[src/hdl/ebsc_pkg.sv]
// shared constants and types for the external bus show-cycle controller
package ebsc_pkg;

  // ****************************************
  // register map
  // ****************************************
  localparam logic [31:0] ADDR_CTRL       = 32'h0000_0000;
  localparam logic [31:0] ADDR_STAT       = 32'h0000_0004;
  localparam int          CTRL_SHOW_LO    = 0;   // show_cycle_ctl_lo
  localparam int          CTRL_SHOW_HI    = 1;   // show_cycle_ctl_hi
  localparam int          CTRL_SUPER      = 2;   // supervisor_space_only
  localparam int          CTRL_SYNC       = 3;   // synchronous input mode
  localparam logic [3:0]  CTRL_RESET      = 4'h0;
  localparam int          STAT_STATE_LSB  = 0;
  localparam int          STAT_GRANT      = 3;
  localparam int          STAT_SLAVE      = 4;
  localparam int          STAT_BUSERR     = 5;
  localparam int          STAT_SHOW_LSB   = 6;

  // ****************************************
  // bus encodings
  // ****************************************
  localparam logic [1:0]  SHOW_NORMAL     = 2'h0;
  localparam logic [1:0]  SHOW_NO_ARB     = 2'h1;
  localparam logic [3:0]  FC_SUPER_DATA   = 4'h5;
  localparam logic [1:0]  ACK_N_32        = 2'h0;
  localparam logic [1:0]  ACK_N_16        = 2'h1;
  localparam logic [1:0]  ACK_N_8         = 2'h2;
  localparam logic [1:0]  ACK_N_NONE      = 2'h3;
  localparam logic [1:0]  PORT_8          = 2'h1;
  localparam logic [1:0]  PORT_16         = 2'h2;
  localparam logic [1:0]  PORT_32         = 2'h0;
  localparam logic [1:0]  RESP_OKAY       = 2'h0;
  localparam logic [1:0]  RESP_SLVERR     = 2'h2;
  localparam int          SYNC_STAGES     = 2;

  typedef enum logic [2:0] {
    ST_IDLE  = 3'b000,
    ST_ADDR  = 3'b001,
    ST_WAIT  = 3'b010,
    ST_END   = 3'b011,
    ST_GRANT = 3'b100
  } ebsc_state_t;

endpackage

[src/hdl/ebsc_pin_sampler.sv]
// two-flop sampler for the pin inputs of the bus controller
`timescale 1ns/1ns
`default_nettype none
module ebsc_pin_sampler #(
  parameter int WIDTH = 8
) (
  input  wire logic             i_clk,
  input  wire logic             i_rst_n,
  input  wire logic [WIDTH-1:0] i_pins,
  input  wire logic [WIDTH-1:0] i_rst_val,
  output logic      [WIDTH-1:0] o_pins
);

  logic [WIDTH-1:0] meta_q;
  logic [WIDTH-1:0] hold_q;

  // ****************************************
  // capture and resolve
  // ****************************************
  // first stage catches the level, second stage settles it to 0 or 1
  always_ff @(posedge i_clk) begin
    if (!i_rst_n) begin
      meta_q <= i_rst_val;
      hold_q <= i_rst_val;
    end else begin
      meta_q <= i_pins;
      hold_q <= meta_q;
    end
  end

  assign o_pins = hold_q;

endmodule
`default_nettype wire

[src/hdl/ebsc_bus_ctrl.sv]
// external bus master controller with show-cycle and arbitration control
// Contract
// - the bus serves 8, 16 and 32 bit ports and all of them follow the termination handshake.
// - in asynchronous mode inputs pass a synchronizer, adding delay before their level is used.
// - in synchronous mode an acknowledged bus cycle completes in three clocks.
// - a fast-termination access is ended internally and completes in two clocks.
// - every input is caught in a sample window and used at the level the sampler resolved, stable or not.
// - an input that moved in the window is still resolved to a definite level before use.
// - show field 00 gives split-bus operation, no show cycles and external arbitration on.
// - show field 01 shows internal cycles, disables arbitration and never asserts bus grant.
// - show field 1x shows internal cycles, keeps arbitration and halts internal work while granted.
// - in normal master operation internal cycles do not appear as external acknowledge cycles.
// - fast-termination cycles never drive data-size acknowledge outside, in any show setting.
// - in slave mode the show field reads 00 and software writes to it have no effect.
// - with show cycles off and the bus free, an internal access drives its address and code out.
// - with supervisor-only set, global accesses need code 5; a user write is dropped with error.
`timescale 1ns/1ns
`default_nettype none
module ebsc_bus_ctrl (
  input  wire logic        i_clk,
  input  wire logic        i_rst_n,
  // register bus
  input  wire logic        i_awvalid,
  input  wire logic [31:0] i_awaddr,
  output logic             o_awready,
  input  wire logic        i_wvalid,
  input  wire logic [31:0] i_wdata,
  input  wire logic [3:0]  i_wstrb,
  output logic             o_wready,
  output logic             o_bvalid,
  output logic [1:0]       o_bresp,
  input  wire logic        i_bready,
  input  wire logic        i_arvalid,
  input  wire logic [31:0] i_araddr,
  output logic             o_arready,
  output logic             o_rvalid,
  output logic [31:0]      o_rdata,
  output logic [1:0]       o_rresp,
  input  wire logic        i_rready,
  // internal access requests
  input  wire logic        i_req_valid,
  input  wire logic        i_req_write,
  input  wire logic        i_req_internal,
  input  wire logic        i_req_fast,
  input  wire logic        i_req_global,
  input  wire logic [31:0] i_req_addr,
  input  wire logic [31:0] i_req_wdata,
  input  wire logic [3:0]  i_req_fc,
  input  wire logic [31:0] i_int_rdata,
  output logic             o_req_done,
  output logic             o_req_buserr,
  output logic [31:0]      o_req_rdata,
  output logic [1:0]       o_req_port_size,
  // external bus pins
  output logic [31:0]      o_addr,
  output logic [3:0]       o_function_code,
  output logic             o_as_n,
  output logic             o_rw,
  output logic             o_ctl_oe,
  output logic [31:0]      o_data,
  output logic             o_data_oe,
  input  wire logic [31:0] i_data,
  input  wire logic [1:0]  i_data_size_ack_n,
  output logic [1:0]       o_data_size_ack_n,
  output logic             o_data_size_ack_oe,
  input  wire logic        i_bus_error_n,
  input  wire logic        i_bus_request_n,
  output logic             o_bus_grant_n,
  input  wire logic        i_slave_mode
);

  // ****************************************
  // pin sampling
  // ****************************************
  localparam int PW = 37;
  logic [PW-1:0] smp;
  logic [PW-1:0] res_q;
  logic [PW-1:0] used;
  logic [3:0]    ctrl_q;
  ebsc_pin_sampler #(.WIDTH(PW)) u_smp (
    .i_clk     (i_clk),
    .i_rst_n   (i_rst_n),
    .i_pins    ({i_data, i_data_size_ack_n, i_bus_error_n, i_bus_request_n, i_slave_mode}),
    .i_rst_val ({32'h0000_0000, 5'h1e}),
    .o_pins    (smp)
  );

  // asynchronous mode adds one more resolve stage before levels are used
  always_ff @(posedge i_clk) begin
    if (!i_rst_n) res_q <= {32'h0000_0000, 5'h1e};
    else          res_q <= smp;
  end
  assign used = ctrl_q[ebsc_pkg::CTRL_SYNC] ? smp : res_q;

  wire [31:0] pin_data   = used[36:5];
  wire [1:0]  pin_ack_n  = used[4:3];
  wire        pin_buserr_n = used[2];
  wire        pin_req_n    = used[1];
  wire        slave      = used[0];

  // ****************************************
  // decode helpers
  // ****************************************
  function automatic logic [1:0] ack_to_port(input logic [1:0] ack_n);
    case (ack_n)
      ebsc_pkg::ACK_N_16: ack_to_port = ebsc_pkg::PORT_16;
      ebsc_pkg::ACK_N_8:  ack_to_port = ebsc_pkg::PORT_8;
      default:            ack_to_port = ebsc_pkg::PORT_32;
    endcase
  endfunction

  function automatic logic is_mapped(input logic [31:0] a);
    is_mapped = (a == ebsc_pkg::ADDR_CTRL) || (a == ebsc_pkg::ADDR_STAT);
  endfunction

  // ****************************************
  // mode decode
  // ****************************************
  ebsc_pkg::ebsc_state_t state_q;
  ebsc_pkg::ebsc_state_t state_d;
  logic        internal_q;
  logic        fast_q;
  logic        write_q;
  logic        last_buserr_q;

  // slave mode forces the field to normal regardless of what software holds
  wire [1:0] show_eff = slave ? ebsc_pkg::SHOW_NORMAL : ctrl_q[1:0];
  wire       show_on  = (show_eff != ebsc_pkg::SHOW_NORMAL);
  wire       arb_en   = (show_eff != ebsc_pkg::SHOW_NO_ARB);
  wire       super_only = ctrl_q[ebsc_pkg::CTRL_SUPER];
  wire       deny     = i_req_global && super_only && (i_req_fc != ebsc_pkg::FC_SUPER_DATA);
  wire       idle     = (state_q == ebsc_pkg::ST_IDLE);
  wire       grant_go = idle && !pin_req_n && arb_en;
  wire       take     = idle && i_req_valid && !grant_go;
  // split-bus mode lets internal accesses finish while an outside master owns the bus;
  // in 1x nothing is taken in the grant state, which halts internal activity
  wire       int_in_grant = (state_q == ebsc_pkg::ST_GRANT) && i_req_valid && i_req_internal
                            && !show_on && !deny;
  wire       term     = (pin_ack_n != ebsc_pkg::ACK_N_NONE) || !pin_buserr_n;
  wire       to_end   = (state_d == ebsc_pkg::ST_END) && (state_q != ebsc_pkg::ST_END);

  // ****************************************
  // cycle state machine
  // ****************************************
  always_comb begin
    state_d = state_q;
    case (state_q)
      ebsc_pkg::ST_IDLE: begin
        if (grant_go) state_d = ebsc_pkg::ST_GRANT;
        else if (take && (deny || (i_req_internal && !show_on))) state_d = ebsc_pkg::ST_END;
        else if (take) state_d = ebsc_pkg::ST_ADDR;
      end
      ebsc_pkg::ST_ADDR: begin
        if (fast_q) state_d = ebsc_pkg::ST_END;
        else        state_d = ebsc_pkg::ST_WAIT;
      end
      ebsc_pkg::ST_WAIT: begin
        if (internal_q || term) state_d = ebsc_pkg::ST_END;
      end
      ebsc_pkg::ST_END: begin
        state_d = ebsc_pkg::ST_IDLE;
      end
      ebsc_pkg::ST_GRANT: begin
        if (pin_req_n || !arb_en) state_d = ebsc_pkg::ST_IDLE;
      end
      default: begin
        state_d = ebsc_pkg::ST_IDLE;
      end
    endcase
  end

  // ****************************************
  // pin drive decode
  // ****************************************
  wire        strobe_d  = (state_d == ebsc_pkg::ST_ADDR) || (state_d == ebsc_pkg::ST_WAIT);
  wire [31:0] addr_d    = take ? i_req_addr : o_addr;
  wire [3:0]  fc_d      = take ? i_req_fc : o_function_code;
  wire        wr_d      = take ? i_req_write : write_q;
  wire        intl_d    = take ? i_req_internal : internal_q;
  wire        fast_d    = take ? i_req_fast : fast_q;
  // internal cycles show their own acknowledge only when shown and not fast
  wire        ack_oe_d  = (state_d == ebsc_pkg::ST_WAIT) && intl_d && !fast_d;
  wire        data_oe_d = strobe_d && (wr_d || intl_d);
  wire        buserr_d  = (take && deny) || (state_q == ebsc_pkg::ST_WAIT && !internal_q
                          && !pin_buserr_n);
  // intl_d, not internal_q: a cycle that ends in its taking clock has not stored its kind yet
  wire [1:0]  port_d    = intl_d ? ebsc_pkg::PORT_32 : ack_to_port(pin_ack_n);
  wire [31:0] rdata_d   = (intl_d || int_in_grant) ? i_int_rdata : pin_data;

  // ****************************************
  // cycle registers
  // ****************************************
  // a denied access only reports the error; its pins never strobe
  always_ff @(posedge i_clk) begin
    if (!i_rst_n) begin
      state_q            <= ebsc_pkg::ST_IDLE;
      internal_q         <= 1'b0;
      fast_q             <= 1'b0;
      write_q            <= 1'b0;
      o_addr             <= 32'h0000_0000;
      o_function_code    <= 4'h0;
      o_rw               <= 1'b1;
      o_as_n             <= 1'b1;
      o_ctl_oe           <= 1'b1;
      o_data             <= 32'h0000_0000;
      o_data_oe          <= 1'b0;
      o_data_size_ack_n  <= ebsc_pkg::ACK_N_NONE;
      o_data_size_ack_oe <= 1'b0;
      o_bus_grant_n      <= 1'b1;
    end else begin
      state_q            <= state_d;
      internal_q         <= intl_d;
      fast_q             <= fast_d;
      write_q            <= wr_d;
      o_addr             <= addr_d;
      o_function_code    <= fc_d;
      o_rw               <= !wr_d;
      o_as_n             <= !strobe_d;
      o_ctl_oe           <= (state_d != ebsc_pkg::ST_GRANT);
      o_data             <= take ? (i_req_write ? i_req_wdata : i_int_rdata) : o_data;
      o_data_oe          <= data_oe_d;
      o_data_size_ack_n  <= ack_oe_d ? ebsc_pkg::ACK_N_32 : ebsc_pkg::ACK_N_NONE;
      o_data_size_ack_oe <= ack_oe_d;
      o_bus_grant_n      <= (state_d != ebsc_pkg::ST_GRANT);
    end
  end

  // completion report toward the internal requester
  always_ff @(posedge i_clk) begin
    if (!i_rst_n) begin
      o_req_done      <= 1'b0;
      o_req_buserr    <= 1'b0;
      o_req_rdata     <= 32'h0000_0000;
      o_req_port_size <= ebsc_pkg::PORT_32;
      last_buserr_q   <= 1'b0;
    end else begin
      o_req_done      <= to_end || int_in_grant;
      o_req_buserr    <= (to_end || int_in_grant) && buserr_d;
      o_req_rdata     <= (to_end || int_in_grant) ? rdata_d : o_req_rdata;
      o_req_port_size <= to_end ? port_d : o_req_port_size;
      last_buserr_q   <= to_end ? buserr_d : last_buserr_q;
    end
  end

  // ****************************************
  // register bus slave
  // ****************************************
  logic        aw_have_q;
  logic        w_have_q;
  logic [31:0] awaddr_q;
  logic [31:0] wdata_q;
  logic        wstrb0_q;
  wire         aw_hs    = i_awvalid && o_awready;
  wire         w_hs     = i_wvalid && o_wready;
  wire         do_write = aw_have_q && w_have_q && !o_bvalid;
  wire         ctrl_hit = do_write && (awaddr_q == ebsc_pkg::ADDR_CTRL) && wstrb0_q;
  // the show field is frozen while strapped as a slave
  wire [1:0]   show_new = slave ? ctrl_q[1:0] : wdata_q[1:0];
  wire [31:0]  stat_val = {24'h00_0000, show_eff, last_buserr_q, slave,
                           (state_q == ebsc_pkg::ST_GRANT), state_q};
  wire [31:0]  ctrl_val = {28'h000_0000, ctrl_q[3:2], show_eff};
  wire [31:0]  rd_val   = (i_araddr == ebsc_pkg::ADDR_CTRL) ? ctrl_val : stat_val;

  // write address and data are accepted in either order, response after both
  always_ff @(posedge i_clk) begin
    if (!i_rst_n) begin
      aw_have_q <= 1'b0;
      w_have_q  <= 1'b0;
      awaddr_q  <= 32'h0000_0000;
      wdata_q   <= 32'h0000_0000;
      wstrb0_q  <= 1'b0;
      o_awready <= 1'b1;
      o_wready  <= 1'b1;
      o_bvalid  <= 1'b0;
      o_bresp   <= ebsc_pkg::RESP_OKAY;
      ctrl_q    <= ebsc_pkg::CTRL_RESET;
    end else begin
      if (aw_hs) begin
        aw_have_q <= 1'b1;
        awaddr_q  <= i_awaddr;
        o_awready <= 1'b0;
      end
      if (w_hs) begin
        w_have_q <= 1'b1;
        wdata_q  <= i_wdata;
        wstrb0_q <= i_wstrb[0];
        o_wready <= 1'b0;
      end
      if (do_write) begin
        aw_have_q <= 1'b0;
        w_have_q  <= 1'b0;
        o_bvalid  <= 1'b1;
        o_bresp   <= is_mapped(awaddr_q) ? ebsc_pkg::RESP_OKAY : ebsc_pkg::RESP_SLVERR;
      end
      if (ctrl_hit) ctrl_q <= {wdata_q[3:2], show_new};
      if (o_bvalid && i_bready) begin
        o_bvalid  <= 1'b0;
        o_awready <= 1'b1;
        o_wready  <= 1'b1;
      end
    end
  end

  // reads answer one cycle after the address is taken
  always_ff @(posedge i_clk) begin
    if (!i_rst_n) begin
      o_arready <= 1'b1;
      o_rvalid  <= 1'b0;
      o_rdata   <= 32'h0000_0000;
      o_rresp   <= ebsc_pkg::RESP_OKAY;
    end else if (i_arvalid && o_arready) begin
      o_arready <= 1'b0;
      o_rvalid  <= 1'b1;
      o_rdata   <= is_mapped(i_araddr) ? rd_val : 32'h0000_0000;
      o_rresp   <= is_mapped(i_araddr) ? ebsc_pkg::RESP_OKAY : ebsc_pkg::RESP_SLVERR;
    end else if (o_rvalid && i_rready) begin
      o_rvalid  <= 1'b0;
      o_arready <= 1'b1;
    end
  end
endmodule
`default_nettype wire

[config.mk]
export PLATFORM = sky130hd
export DESIGN_NAME = ebsc_bus_ctrl
export DESIGN_NICKNAME = d
export VERILOG_FILES = /design/src/hdl/ebsc_pkg.sv /design/src/hdl/ebsc_pin_sampler.sv /design/src/hdl/ebsc_bus_ctrl.sv
export SDC_FILE = /design/constraint.sdc
export NUM_CORES = 1
export LEC_CHECK = 0
export ABC_AREA = 1
export BUFFER_PORTS_ARGS = -buffer_cell sky130_fd_sc_hd__buf_2
export CORE_MARGIN = 2
export CORE_UTILIZATION = 45
export CTS_CLUSTER_DIAMETER = 40
export CTS_CLUSTER_SIZE = 14
export DETAILED_ROUTE_END_ITERATION = 8
export PLACE_DENSITY = 0.73
export SLEW_MARGIN = 5
export SYNTH_ARGS = -nofsm -noshare
export SYNTH_HDL_FRONTEND = slang
export SYNTH_SLANG_ARGS = --single-unit
[constraint.sdc]
create_clock -name i_clk -period 1.9 [get_ports i_clk]
set_input_delay 0.095 -clock i_clk [delete_from_list [all_inputs] [get_ports i_clk]]
set_output_delay 0.095 -clock i_clk [all_outputs]
set_load 0.05 [all_outputs]
== Word level (Yosys, flattened, before mapping) ==
Index checks and enable logic that the tools add are counted.

* Memory bits (read-only): 0
* Bits in writable memories: 0
* Latch bits: 0
* Register bits: 313
* Output and inout bits: 153
* Memories: 0

* Bitwise logic cells: 2
* Divide/modulo/power cells: 0
* Equal/unequal tests: 15
* Mux-type cells: 25
* Multiply operators: 0
* Magnitude comparators: 0
* Reduce and logical (&&, ||, !) cells: 59
* Shift-type cells: 0
* $add $sub $neg: 0

{| class="wikitable"
|+ Operator list
! operator !! count
|-
| $eq A32 B3 Y1 const B || 2
|-
| $logic_not A32 Y1 || 2
|-
| $mux W32 || 2
|-
| $mux W37 || 1
|-
| $logic_and A1 B1 Y1 || 29
|-
| $mux W8 || 2
|-
| $mux W3 || 5
|-
| $pmux W3 S4 || 1
|-
| $logic_not A1 Y1 || 11
|-
| $logic_or A1 B1 Y1 || 11
|-
| $mux W2 || 5
|-
| $eq A3 B2 Y1 const B || 3
|-
| $mux W1 || 8
|-
| $eq A3 B1 Y1 const B || 2
|-
| $ne A4 B3 Y1 const B || 1
|-
| $pmux W2 S2 || 1
|-
| $reduce_bool A2 Y1 || 2
|-
| $reduce_or A2 Y1 || 2
|-
| $eq A3 B3 Y1 const B || 1
|-
| $logic_not A3 Y1 || 1
|-
| $ne A3 B2 Y1 const B || 1
|-
| $ne A3 B3 Y1 const B || 1
|-
| $eq A2 B1 Y1 const B || 1
|-
| $eq A2 B2 Y1 const B || 1
|-
| other kinds (4) || 5
|}

== Logic depth before layout (Yosys ltp) ==
Gate-level depths: netlist of the first run.

* Depth after elaboration: 14
* Mapped depth: 13

== Cells and area by module ==
From an unflattened synthesis of the first run, not the netlist that was laid out.

* Cell total of the unflattened synthesis: 1612
* Area total of the unflattened synthesis: 11437.2 um2

{| class="wikitable"
|+ By module, submodules not included
! module !! cells each !! area an instance (um2) !! instances
|-
| ebsc_bus_ctrl || 1341 || 9162.5 || 1
|-
| ebsc_pin_sampler || 271 || 2274.7 || 1
|}

== Least setup slack after synthesis of the first run ==
Ideal clock, no wire load.

* Path type: reg2reg
* Start: register state_q[0]
* End: register o_req_rdata[10]
* Setup slack: 0.285 ns
* Stages on the path, launching flop included: 10
* Period minus slack after synthesis: 1.615 ns
* Data arrival time: 1.500 ns
* Buffers on the path: 1
* Required time: 1.785 ns
* Library setup time: 0.115 ns
* Cells stage by stage: dfxtp_1 > nor2_4 > nand2_1 > nor2_2 > nand3_1 > nand3_2 > nand3_4 > buf_4 > a21oi_1 > nor2_1

* Cells in the longest elaborated chain, start to end: 12

{| class="wikitable"
|+ Ends and longest elaborated chain
! what !! line !! RTL
|-
| from (decl) || ebsc_bus_ctrl.sv:119 || <nowiki>ebsc_pkg::ebsc_state_t state_q;</nowiki>
|-
| from (signal assigned) || ebsc_bus_ctrl.sv:196 || <nowiki>state_q <= ebsc_pkg::ST_IDLE;</nowiki>
|-
| from (signal assigned) || ebsc_bus_ctrl.sv:211 || <nowiki>state_q <= state_d;</nowiki>
|-
| $logic_not A3 Y1 || ebsc_bus_ctrl.sv:132, ebsc_bus_ctrl.sv:147 ||
|-
| $logic_and A1 B1 Y1 (2 in series) || ebsc_bus_ctrl.sv:133 || <nowiki>wire grant_go = idle && !pin_req_n && arb_en;</nowiki>
|-
| $logic_not A1 Y1 || ebsc_bus_ctrl.sv:134 || <nowiki>wire take = idle && i_req_valid && !grant_go;</nowiki>
|-
| $logic_and A1 B1 Y1 || ebsc_bus_ctrl.sv:134 ||
|-
| $mux W3 / $logic_and A1 B1 Y1 (equally long branches) || ebsc_bus_ctrl.sv:151, ebsc_bus_ctrl.sv:150 ||
|-
| $mux W3 || ebsc_bus_ctrl.sv:150 || <nowiki>else if (take && (deny || (i_req_internal && !show_on))) state_d = ebsc_pkg::ST_END;</nowiki>
|-
| $mux W3 || ebsc_bus_ctrl.sv:149 || <nowiki>if (grant_go) state_d = ebsc_pkg::ST_GRANT;</nowiki>
|-
| $pmux W3 S4 || ebsc_bus_ctrl.sv:147 || <nowiki>case (state_q)</nowiki>
|-
| $eq A3 B2 Y1 || ebsc_bus_ctrl.sv:140 || <nowiki>wire to_end = (state_d == ebsc_pkg::ST_END) && (state_q != ebsc_pkg::ST_END);</nowiki>
|-
| $logic_and A1 B1 Y1 || ebsc_bus_ctrl.sv:140 ||
|-
| $logic_or A1 B1 Y1 || ebsc_bus_ctrl.sv:239 || <nowiki>o_req_rdata <= (to_end || int_in_grant) ? rdata_d : o_req_rdata;</nowiki>
|-
| to (signal assigned) || ebsc_bus_ctrl.sv:239 ||
|-
| to (decl) || ebsc_bus_ctrl.sv:52 || <nowiki>output logic [31:0] o_req_rdata,</nowiki>
|}

Parallel ways exist; a longest one is shown, timed or not.
A chain may end at the register's enable or synchronous reset.

== Final worst setup path of the first run ==
* Start: register ctrl_q[3]
* End: register o_req_rdata[12]

* Cells in the longest elaborated chain, start to end: 13

{| class="wikitable"
|+ Ends and longest elaborated chain
! what !! line !! RTL
|-
| from (decl) || ebsc_bus_ctrl.sv:79 || <nowiki>logic [3:0] ctrl_q;</nowiki>
|-
| from (signal assigned) || ebsc_bus_ctrl.sv:276 || <nowiki>ctrl_q <= ebsc_pkg::CTRL_RESET;</nowiki>
|-
| from (signal assigned) || ebsc_bus_ctrl.sv:295 || <nowiki>if (ctrl_hit) ctrl_q <= {wdata_q[3:2], show_new};</nowiki>
|-
| $mux W37 (*) || ebsc_bus_ctrl.sv:93 || <nowiki>assign used = ctrl_q[ebsc_pkg::CTRL_SYNC] ? smp : res_q;</nowiki>
|-
| $mux W2 / $logic_not A1 Y1 (equally long branches) || ebsc_bus_ctrl.sv:127, ebsc_bus_ctrl.sv:133 ||
|-
| $ne A2 B1 Y1, or another cell as far along || ebsc_bus_ctrl.sv:129 || <nowiki>wire arb_en = (show_eff != ebsc_pkg::SHOW_NO_ARB);</nowiki>
|-
| $logic_and A1 B1 Y1 / $logic_not A1 Y1 (equally long branches) || ebsc_bus_ctrl.sv:133, ebsc_bus_ctrl.sv:138, ebsc_bus_ctrl.sv:150 ||
|-
| $logic_not A1 Y1 / $logic_and A1 B1 Y1 (equally long branches) || ebsc_bus_ctrl.sv:134, ebsc_bus_ctrl.sv:150 ||
|-
| $logic_and A1 B1 Y1 / $logic_or A1 B1 Y1 (equally long branches) || ebsc_bus_ctrl.sv:134, ebsc_bus_ctrl.sv:150 ||
|-
| $mux W3 / $logic_and A1 B1 Y1 (equally long branches) || ebsc_bus_ctrl.sv:151, ebsc_bus_ctrl.sv:150 ||
|-
| $mux W3 || ebsc_bus_ctrl.sv:150 ||
|-
| $mux W3 || ebsc_bus_ctrl.sv:149 ||
|-
| $pmux W3 S4 || ebsc_bus_ctrl.sv:147 ||
|-
| $eq A3 B2 Y1 || ebsc_bus_ctrl.sv:140 ||
|-
| $logic_and A1 B1 Y1 || ebsc_bus_ctrl.sv:140 ||
|-
| $logic_or A1 B1 Y1 || ebsc_bus_ctrl.sv:239 ||
|}

Mark *: on every way between the ends. The rest lies on a longest branch, timed or not.

==> summary.md, run 1 <==
| Metric | Value |
|---|---|
| Leakage power | 8.83 nW |
| Antenna viol nets, final | 0 |
| Die width | 162 µm |
| Largest net degree at the start of global routing | 129 |
| Async SR Flop Fraction | 0% |
| PD cells | 1110 nW/µm² |
| Seq pwr share | 36.3% |
| Status | finished with violations |
| Worst-Skew Late Latency | 0.52 ns |
| HPWL after DPL | 22800 µm |
| Vias/cell | 4.89 |
| Yosys cell types | 29 |
| WS Path Type | flip-flop to flip-flop |
| Register area | 5730 µm² |
| Final RePlAce weighted congestion | 0.922 |
| List of most frequent post-synthesis cells | nand2_1, dfxtp_1, nor2_1, inv_1, o21ai_0 |
| Final hold violations | 0 |
| Yosys top cell area share | 50.8% |
| Failing checks | setup timing |
| Setup violators final | 1 |
| Crit-path cells | inv_2, nand2_2, nand4_1, nand2_4, nand3_1, nand3_2, nand3_4, buf_12, clkbuf_16, a21oi_1, nor2_1 |
| Final wirelength | 37200 µm |
| Final routed DRC violation total | 0 |
| Setup slack after layout | -0.0127 ns |
| Max incr delay on CP | 0.37 ns |
| Number of cell rows | 57 |
| Crit path DAT | 2.32 ns |
| Mapped Cells | 1557 |
| Placeable Area | 24500 µm² |
| Peak VDD IR | 0.673 mV |
| Clock-pin slew on the worst setup and hold paths | 0.06 ns |
| Nets@finish | 2325 |
| Setup TNS | -0.0127 ns |
| First-pass GRT wire length | 56000 µm |
| Initial core utilization | 46.0% |
| Die height | 162 µm |
| Vias in the first global route | 11300 |
| CTS Buf Count | 40 |
| IO buf count | 344 |
| Routed WL per cell | 15.3 µm |
| Vias | 11900 |
| Clk root buf | clkbuf_16 |
| Tcrit/Tclk final | 101% |
| Die ar. | 26300 µm² |
| Most used DFF post-synth | dfxtp_1 |
| Gr ovfl total | 0 |
| Mean post-synth cell area | 7.23 µm² |
| Crit path max-delay family | simple AND/OR/NAND/NOR gates |
| Top-Level Pins | 402 |
| Buf/Inv on CP | 3 |
| Switching pwr | 5.81 mW |
| Post-synth EDFFs | 0 |
| Power Internal | 12.8 mW |
| Crit-path max FO | 11 |
| Combinational Power Share | 21.5% |
| Tmin final | 1.91 ns |
| RSZ-0062 raised after global routing | yes |
| Crit path launch type | flip-flop |
| Most frequent cell after synthesis | nand2_1 |
| Fmax | 523 MHz |
| Final Skew | 0.0167 ns |
| Top post-synthesis cells by area | dfxtp_1, nand2_1, nor2_1, inv_1, o21ai_0 |
| Critical Path RT | 2.31 ns |
| Total Routing Usage GR | 26.3% |
| Max Cap Viol | 0 |
| Final max-slew violation count | 0 |
| TritonRoute pass-1 iters | 6 |
| Multi-input gate area in the final layout | 4450 µm² |
| Clock Tree Buf Depth | 3 |
| Worst-Margin Slew | 0.629 ns |
| Max-slew headroom | 58.1% |
| Area delta synth->final | 48.6% |
| Sink Count | 286 |
| Switching share of power | 31.2% |
| TritonCTS clock tree | done |
| Clock network power share | 42.2% |
| Register area share after synthesis | 50.8% |
| Mapped cell area | 11300 µm² |
| Yosys reg bits | 286 |
| Post-route insts no fill | 2433 |
| Synth Warn # | 0 |
| 1st-iter DRT viols | 1156 |
| Worst Setup End Kind | flip-flop |
| Fillers | 1857 |
| Pre-CTS WS | -0.00310 ns |
| Type of the worst min-delay path | input pin to flip-flop |
| Antenna violations before repair | 1 |
| Post-synth top area cell | dfxtp_1 |
| Placed Instances | 2167 |
| H-tree levels | 2 |
| Share of cells above drive strength 1 | 24.0% |
| Slowest CP cell | dfxtp_4 |
| Util after Layout | 68.4% |
==> state kept, by name (all words and copies together) (netlist names), 8 cells and up <==
name and count:
res_q 37, u_smp.meta_q 37, u_smp.o_pins 37, awaddr_q 32, o_addr 32, o_data 32
o_req_rdata 32, o_rdata 8
==> per-layer routing <==
metal	GRT usage, %	wire, µm
met1	31.2	14700
met4	14.0	1870
met5	0	0
met3	6.10	3180
met2	44.3	17400
==> worst reg2reg max path, stage by stage, from the launching register on <==
cell and delay [ns]:
dfxtp_4 0.37, inv_2 0.07, nand2_2 0.09, nand4_1 0.18
nand2_4 0.19, nand3_1 0.13, nand3_2 0.13, nand3_4 0.09
buf_12 0.18, clkbuf_16 0.17, a21oi_1 0.16, nor2_1 0.07
==> final cells by class <==
class	count	area share (%)
inverters	171	3.84
well taps	324	2.42
flip-flops and latches	286	34.2
clock inverters	26	2.06
diodes	1	0.0150
clock buffers	48	6.53
multi-input cells	1005	26.6
repair buffers	572	24.3
==> metrics by stage <==
stage	hold WS (ns)	instance area, µm²	power, mW
2_1_floorplan	0.193	11400	9.35
3_3_place_gp	0.277	13200	10.2
3_5_place_dp	0.281	13200	10.3
6_report	0.0105	16700	18.6
5_1_grt	0.0579	16700	19.3
4_1_cts	0.0144	16500	18.5
==> logic make-up (layout without fill, tap and decap cells) <==
family                 after synthesis  in the layout  share of synthesized area (%)
AND/OR/NAND/NOR                    774            774                           28.2
other                                1             27                         0.0333
AO/OA/AOI/OAI                      205            205                           9.49
buffers and inverters              291            817                           11.4
flip-flops                         286            286                           50.8
==> final timing paths <==
path / from / endpoint / slack [ns] / cells after the start
worst max-delay path: ctrl_q[3] / o_req_rdata[12] / -0.01 / 11
worst min-delay path: i_wvalid / o_wready / 0.01 / 4
worst max register to register: ctrl_q[3] / o_req_rdata[12] / -0.01 / 11
worst min register to register: u_smp.o_pins[29] / res_q[29] / 0.40 / 2
==> power groups by stage <==
stage / Combinational (mW) / Sequential (mW) / Clock (mW)
3_5_place_dp: 3.43 / 6.87 / 0
4_1_cts: 3.74 / 6.74 / 7.97
6_report: 4.00 / 6.77 / 7.87
5_1_grt: 4.27 / 6.80 / 8.25
2_1_floorplan: 1.39 / 7.96 / 0
3_3_place_gp: 3.40 / 6.85 / 0
==> placed cells by master, fill, tap and decap left out, types with 4 or more instances in the layout <==
cell type	netlist	layout
o21ai_0	117	113
inv_6	0	9
nand3_4	1	4
nor2_1	230	229
buf_4	33	34
dlygate4sd3_1	0	179
nand2_1	430	426
o21ai_1	2	6
conb_1	1	26
nor3_1	6	5
nand4_1	41	41
nor4_1	4	4
clkbuf_8	0	4
a21oi_2	0	7
clkbuf_16	0	44
clkinv_4	0	4
nand3_1	39	38
buf_12	0	9
nand2_2	2	4
bufinv_16	0	6
dfxtp_1	286	285
or2_2	11	11
clkinv_2	0	4
a31oi_1	32	32
inv_1	168	168
a21oi_1	53	46
buf_2	24	343
==> timing repair <==
action / in CTS / in global routing
setup endpoints to repair: 17 / 40
hold buffers: 179 / 0
setup buffers: 0 / 9
hold endpoints to repair: 179 / 0
resized for setup: 2 / 30
cloned: 0 / 3
pin swaps: 0 / 6
No activity file was read; power rests on OpenSTA's default activity.
==> inputs of run 2 (changes only) <==
--- a/config.mk
+++ b/config.mk
@@ -7,12 +7,12 @@
 export LEC_CHECK = 0
 export ABC_AREA = 1
 export BUFFER_PORTS_ARGS = -buffer_cell sky130_fd_sc_hd__buf_2
-export CORE_MARGIN = 2
 export CORE_UTILIZATION = 45
 export CTS_CLUSTER_DIAMETER = 40
 export CTS_CLUSTER_SIZE = 14
 export DETAILED_ROUTE_END_ITERATION = 8
-export PLACE_DENSITY = 0.73
+export PLACE_DENSITY = 0.76
+export RECOVER_POWER = 25
 export SLEW_MARGIN = 5
 export SYNTH_ARGS = -nofsm -noshare
 export SYNTH_HDL_FRONTEND = slang
==> constraint.sdc (replaced) <==
create_clock -name i_clk -period 1.57 [get_ports i_clk]
set_input_delay 0.0785 -clock i_clk [delete_from_list [all_inputs] [get_ports i_clk]]
set_output_delay 0.0785 -clock i_clk [all_outputs]
set_load 0.05 [all_outputs]
==> summary.md, run 2 (synthesis gave the netlist of run 1 again) <==
| Metric | Value |
|---|---|
| Status | finished with violations |
| Failing checks | setup timing |
| Fillers | 1780 (-4.1%) |
| Worst Setup End Kind | flip-flop |
| Final instance area | 17300 µm² (+3.7%) |
| Worst-Margin Slew | 0.839 ns (+0.211 ns) |
| Max Cap Viol | 0 (unchanged) |
| Crit path DAT | 2.16 ns (-0.16 ns) |
| Tot Pwr | 22.5 mW (+21%) |
| Final max-slew violation count | 0 (unchanged) |
| Placed Instances | 2209 (+1.9%) |
| Register area | 5740 µm² (+0.11%) |
| Crit path launch type | flip-flop |
| Multi-input gate area in the final layout | 4670 µm² (+5.0%) |
| Die width | 160 µm (-1.2%) |
| Routed WL per cell | 16.3 µm (+6.6%) |
| Dpl cell area | 13600 µm² (+2.9%) |
| Crit-path max FO | 16 (+5) |
| Most common cell after layout, fill and taps aside | nand2_1 |
| Share of cells above drive strength 1 | 27.4% (+3.4 points) |
| Switching pwr | 7.26 mW (+25%) |
| Post-route insts no fill | 2469 (+1.5%) |
| Gr ovfl total | 0 (unchanged) |
| Type of the worst min-delay path | input pin to flip-flop |
| Hold WS | 0.114 ns (+0.104 ns) |
| Die height | 160 µm (-1.2%) |
| Clock network power share | 39.9% (-2.3 points) |
| Placeable Area | 24500 µm² (unchanged) |
| TritonCTS clock tree | done |
| First-pass GRT wire length | 60700 µm (+8.4%) |
| H-tree levels | 2 (unchanged) |
| Vias/cell | 5.04 (+3.0%) |
| Leakage power | 9.04 nW (+2.3%) |
| Setup slack after layout | -0.170 ns (-0.157 ns) |
| Vias in the first global route | 12100 (+6.9%) |
| PD cells | 1300 nW/µm² (+16%) |
| Seq pwr share | 36.7% (+0.4 points) |
| Final wirelength | 40300 µm (+8.2%) |
| RSZ-0062 raised after global routing | yes |
| IO buf count | 344 (unchanged) |
| Number of cell rows | 57 (unchanged) |
| Antenna violations before repair | 1 (unchanged) |
| Antenna viol nets, final | 0 (unchanged) |
| Tcrit/Tclk final | 111% (+10 points) |
| Top-Level Pins | 402 (unchanged) |
| 1st-iter DRT viols | 1325 (+15%) |
| Worst-Skew Late Latency | 0.53 ns (about the same) |
| Final Skew | 0.0294 ns (+0.0128 ns) |
| Slowest CP cell | dfxtp_2 |
| Critical Path RT | 1.99 ns (-0.32 ns) |
| Final hold violations | 0 (unchanged) |
| Crit-path cells | nor2_4, nand2_1, nor3_2, buf_4, nand3_4, buf_12, buf_4, nand4_1, nand2_1, a21oi_1, nor2_1 |
| Combinational Power Share | 23.4% (+1.9 points) |
| Vias | 12400 (+4.5%) |
| TritonRoute pass-1 iters | 5 (-1) |
| Setup violators final | 82 (+81) |
| Nets@finish | 2366 (+1.8%) |
| Initial core utilization | 46.0% (unchanged) |
| HPWL after DPL | 23500 µm (+2.9%) |
| Switching share of power | 32.3% (+1.1 points) |
| WS Path Type | flip-flop to flip-flop |
| Power Internal | 15.2 mW (+19%) |
| Sink Count | 286 (unchanged) |
| Tmin final | 1.74 ns (-0.173 ns) |
| Clock Tree Buf Depth | 3 (unchanged) |
| Max-slew headroom | 44.1% (-14 points) |
| Largest net degree at the start of global routing | 77 (-40%) |
| CTS Buf Count | 38 (-5.0%) |
| Clock-pin slew on the worst setup and hold paths | 0.06 ns (about the same) |
| Fmax | 575 MHz (+9.9%) |
| Util after Layout | 70.9% (+2.5 points) |
| Final routed DRC violation total | 0 (unchanged) |
| Die ar. | 25700 µm² (-2.5%) |
| Area delta synth->final | 54.1% |
| Clk root buf | clkbuf_16 |
| Most frequent cells in the layout | nand2_1, buf_2, dfxtp_1, nor2_1, dlygate4sd3_1 |
| Final RePlAce weighted congestion | 0.923 (about the same) |
| Total Routing Usage GR | 29.4% (+3.1 points) |
| Peak VDD IR | 0.928 mV (+38%) |
| Max incr delay on CP | 0.33 ns (-0.04 ns) |
[run 2: path summary, 6_finish.rpt]
kind                                       start                to  slack (ns)  cells after the start
worst min-delay path                i_araddr[13]        o_rdata[0]        0.11                      8
worst min register to register  u_smp.meta_q[30]  u_smp.o_pins[30]        0.40                      2
worst max-delay path                  state_q[1]   o_req_rdata[26]       -0.17                     11
worst max register to register        state_q[1]   o_req_rdata[26]       -0.17                     11
[run 2: per-layer routing]
layer | GRT usage [%] | vias to the layer above | wire [µm]
met3 | 5.84 | 219 | 3180
met4 | 19.0 | 0 | 2870
li1 | - | 5924 | -
met1 | 34.3 | 5560 | 15500
met5 | 0 | - | 0
met2 | 49.3 | 736 | 18700
[run 2: timing repair]
item | in CTS | in global routing
setup endpoints to repair | 95 | 117
buffers inserted | 2 | 3
hold buffers | 180 | 0
resized for setup | 60 | 112
gates cloned | 4 | 3
pin swaps | 8 | 11
hold endpoints to repair | 183 | 0
[run 2: final cells by class]
type,instances,area share [%]
Clock inverter,23,1.87
Tap cell,324,2.34
Timing Repair Buffer,615,26.1
Multi-Input combinational cell,1005,26.9
Antenna cell,1,0.0144
Clock buffer,44,5.85
Sequential cell,286,33.1
Inverter,171,3.81
[run 2: power groups by stage]
stage	clock network, mW	logic [mW]	registers [mW]
6_report	8.97	5.26	8.24
5_1_grt	9.43	5.56	8.28
4_1_cts	9.08	4.84	8.17
3_5_place_dp	0	4.26	8.31
3_3_place_gp	0	4.21	8.29
2_1_floorplan	0	1.69	9.63
[run 2: stage by stage]
step                      TNS [ns]  setup WS [ns]
after floorplan           -0.00191     -0.0000953
after global placement       -5.62         -0.144
after detailed placement    -10.10         -0.172
after CTS                    -3.10        -0.0913
after global routing        -14.94         -0.253
final                        -6.50         -0.170
[run 2: critical path, delay by kind of cell (launching register included)]
kind,cells,cell delay (ns)
buffers and inverters,3,0.49
AO/OA/AOI/OAI,1,0.15
AND/OR/NAND/NOR,7,0.68
flip-flops,1,0.33
==> inputs of run 3 (changes only) <==
--- a/config.mk
+++ b/config.mk
@@ -6,14 +6,15 @@
 export NUM_CORES = 1
 export LEC_CHECK = 0
 export ABC_AREA = 1
-export BUFFER_PORTS_ARGS = -buffer_cell sky130_fd_sc_hd__buf_2
+export CAP_MARGIN = 20
 export CORE_UTILIZATION = 45
 export CTS_CLUSTER_DIAMETER = 40
 export CTS_CLUSTER_SIZE = 14
 export DETAILED_ROUTE_END_ITERATION = 8
-export PLACE_DENSITY = 0.76
+export DONT_BUFFER_PORTS = 1
 export RECOVER_POWER = 25
 export SLEW_MARGIN = 5
 export SYNTH_ARGS = -nofsm -noshare
 export SYNTH_HDL_FRONTEND = slang
 export SYNTH_SLANG_ARGS = --single-unit
+export TNS_END_PERCENT = 10
==> summary.md, run 3 (synthesis gave the netlist of run 1 again) <==
| Metric | Value |
|---|---|
| Status | finished with violations |
| Failing checks | hold timing, setup timing |
| Die ar. | 25700 µm² (unchanged) |
| Total Routing Usage GR | 27.8% (-1.6 points) |
| Vias | 11600 (-6.5%) |
| RSZ-0062 raised after global routing | yes |
| Worst Setup End Kind | flip-flop |
| Antenna violations before repair | 0 (-1) |
| Tcrit/Tclk final | 120% (+9.6 points) |
| Final routed DRC violation total | 0 (unchanged) |
| TritonCTS clock tree | done |
| Dpl cell area | 12600 µm² (-7.5%) |
| Post-route insts no fill | 2344 (-5.1%) |
| Diodes inserted | 0 (-1) |
| Sink Count | 286 (unchanged) |
| Crit path DAT | 2.29 ns (+0.13 ns) |
| Final Skew | 0.0253 ns (-0.00411 ns) |
| Top layer in use | met4 |
| Buf/Inv on CP | 2 (-1) |
| Hold WS | -0.300 ns (-0.414 ns) |
| Reg2reg setup slack | -0.32 ns (-0.15 ns) |
| Slowest CP cell | dfxtp_4 |
| Met2 wire len | 18100 µm (-3.2%) |
| Met3 WL | 2880 µm (-9.5%) |
| Tot Pwr | 21.7 mW (-3.4%) |
| Top-Level Pins | 402 (unchanged) |
| Routed WL per cell | 16.3 µm (-0.26%) |
| Gr ovfl total | 0 (unchanged) |
| WS Path Type | flip-flop to flip-flop |
| Top cell by count, worst path | nand2_4 |
| Critical Path RT | 1.97 ns (-0.02 ns) |
| Crit-path max FO | 16 (unchanged) |
| Pre-CTS WS | -0.192 ns (-0.0204 ns) |
| Max Cap Viol | 0 (unchanged) |
| Setup slack after layout | -0.321 ns (-0.151 ns) |
| Crit path launch type | flip-flop |
| Worst-Margin Slew | 0.978 ns (+0.139 ns) |
| Leakage power | 8.37 nW (-7.3%) |
| TritonRoute pass-1 iters | 5 (unchanged) |
| Nets@finish | 2243 (-5.2%) |
| Share of cells above drive strength 1 | 17.3% (-10 points) |
| Largest net degree at the start of global routing | 254 (+230%) |
| Die height | 160 µm (unchanged) |
| Most common cell after layout, fill and taps aside | nand2_1 |
| Worst-Skew Late Latency | 0.52 ns (about the same) |
| Peak VDD IR | 0.959 mV (+3.3%) |
| Placeable Area | 24500 µm² (unchanged) |
| Setup TNS | -21.43 ns (-14.93 ns) |
| H-tree levels | 2 (unchanged) |
| IO buf count | 0 (-100%) |
| Final RePlAce weighted congestion | 0.872 (-5.5%) |
| Final max-slew violation count | 0 (unchanged) |
| Final wirelength | 38100 µm (-5.3%) |
| Area delta synth->final | 55.0% |
| Setup violators final | 115 (+40%) |
| Clock-pin slew on the worst setup and hold paths | 0.06 ns (about the same) |
| Die width | 160 µm (unchanged) |
| Util after Layout | 71.3% (+0.42 points) |
| Crit path max-delay family | simple AND/OR/NAND/NOR gates |
| PD cells | 1240 nW/µm² (-4.0%) |
| Vias/cell | 4.96 (-1.5%) |
| 1st-iter DRT viols | 897 (-32%) |
| Max incr delay on CP | 0.41 ns (+0.08 ns) |
| First-pass GRT wire length | 57200 µm (-5.8%) |
| Antenna viol nets, final | 0 (unchanged) |
| Initial core utilization | 46.0% (unchanged) |
| Type of the worst min-delay path | input pin to flip-flop |
| Final hold violations | 116 (+116) |
| Crit-path cells | inv_4, nand2_4, nand4_1, nand2_4, nand2_4, nand2_4, nand3_4, buf_12, nand2_1, nand2_1, a21oi_2, nor2_1 |
| Clk root buf | clkbuf_16 |
| Most frequent cells in the layout | nand2_1, dlygate4sd3_1, dfxtp_1, nor2_1, buf_4 |
| M1 wire length | 15400 µm (-0.78%) |
| Number of cell rows | 57 (unchanged) |
| Clock Tree Buf Depth | 3 (unchanged) |
| HPWL after DPL | 22200 µm (-5.5%) |
| Final instance area | 17500 µm² (+0.60%) |
| Vias in the first global route | 11100 (-7.7%) |
| Fmax | 529 MHz (-8.0%) |
| CTS Buf Count | 40 (+5.3%) |
| Tmin final | 1.89 ns (+0.151 ns) |
| Placed Instances | 1965 (-11%) |
| Max-slew headroom | 34.7% (-9.4 points) |
## run 3: worst paths after layout
path | startpoint | endpoint | cells past startpoint
max | ctrl_q[3] | o_req_rdata[13] | 12
max reg2reg | ctrl_q[3] | o_req_rdata[13] | 12
min | i_rst_n | o_addr[16] | 2
min reg2reg | u_smp.meta_q[2] | u_smp.o_pins[2] | 1
## run 3: timing repair
action | 4_1_cts | 5_1_grt
endpoints found under the setup margin | 110 | 162
pin swaps | 2 | 6
setup buffers | 9 | 4
cloned | 2 | 7
hold endpoints to repair | 276 | 118
gates resized for setup | 43 | 108
hold buffers | 278 | 12
## run 3: routing by layer
layer	up-vias	GRT usage, %
li1	5691	-
met1	5316	33.2
met2	515	46.6
met3	111	6.68
met4	0	14.2
met5	-	0
## run 3: layout make-up
| cell class | count | area (µm²) |
|---|---|---|
| clock inverter | 19 | 155 |
| sequential | 286 | 5730 |
| tap | 324 | 405 |
| fill | 1833 | 7010 |
| clock buffer | 49 | 1090 |
| timing repair buffer | 490 | 4780 |
| multi-input combinational | 1005 | 4640 |
| inverter | 171 | 657 |
## run 3: worst reg2reg max path: stages (launching register included)
cell,delay [ns]
dfxtp_4,0.41
inv_4,0.06
nand2_4,0.07
nand4_1,0.19
nand2_4,0.19
nand2_4,0.10
nand2_4,0.11
nand3_4,0.10
buf_12,0.17
nand2_1,0.12
nand2_1,0.09
a21oi_2,0.11
nor2_1,0.05
## run 3: where the power goes
| group | switching [mW] | leakage, nW | total (mW) | internal [mW] |
|---|---|---|---|---|
| combinational | 3.21 | 5.41 | 5.18 | 1.97 |
| sequential | 0.350 | 2.36 | 8.22 | 7.87 |
| clock | 3.33 | 0.604 | 8.31 | 4.98 |
| total | 6.89 | 8.37 | 21.7 | 14.8 |
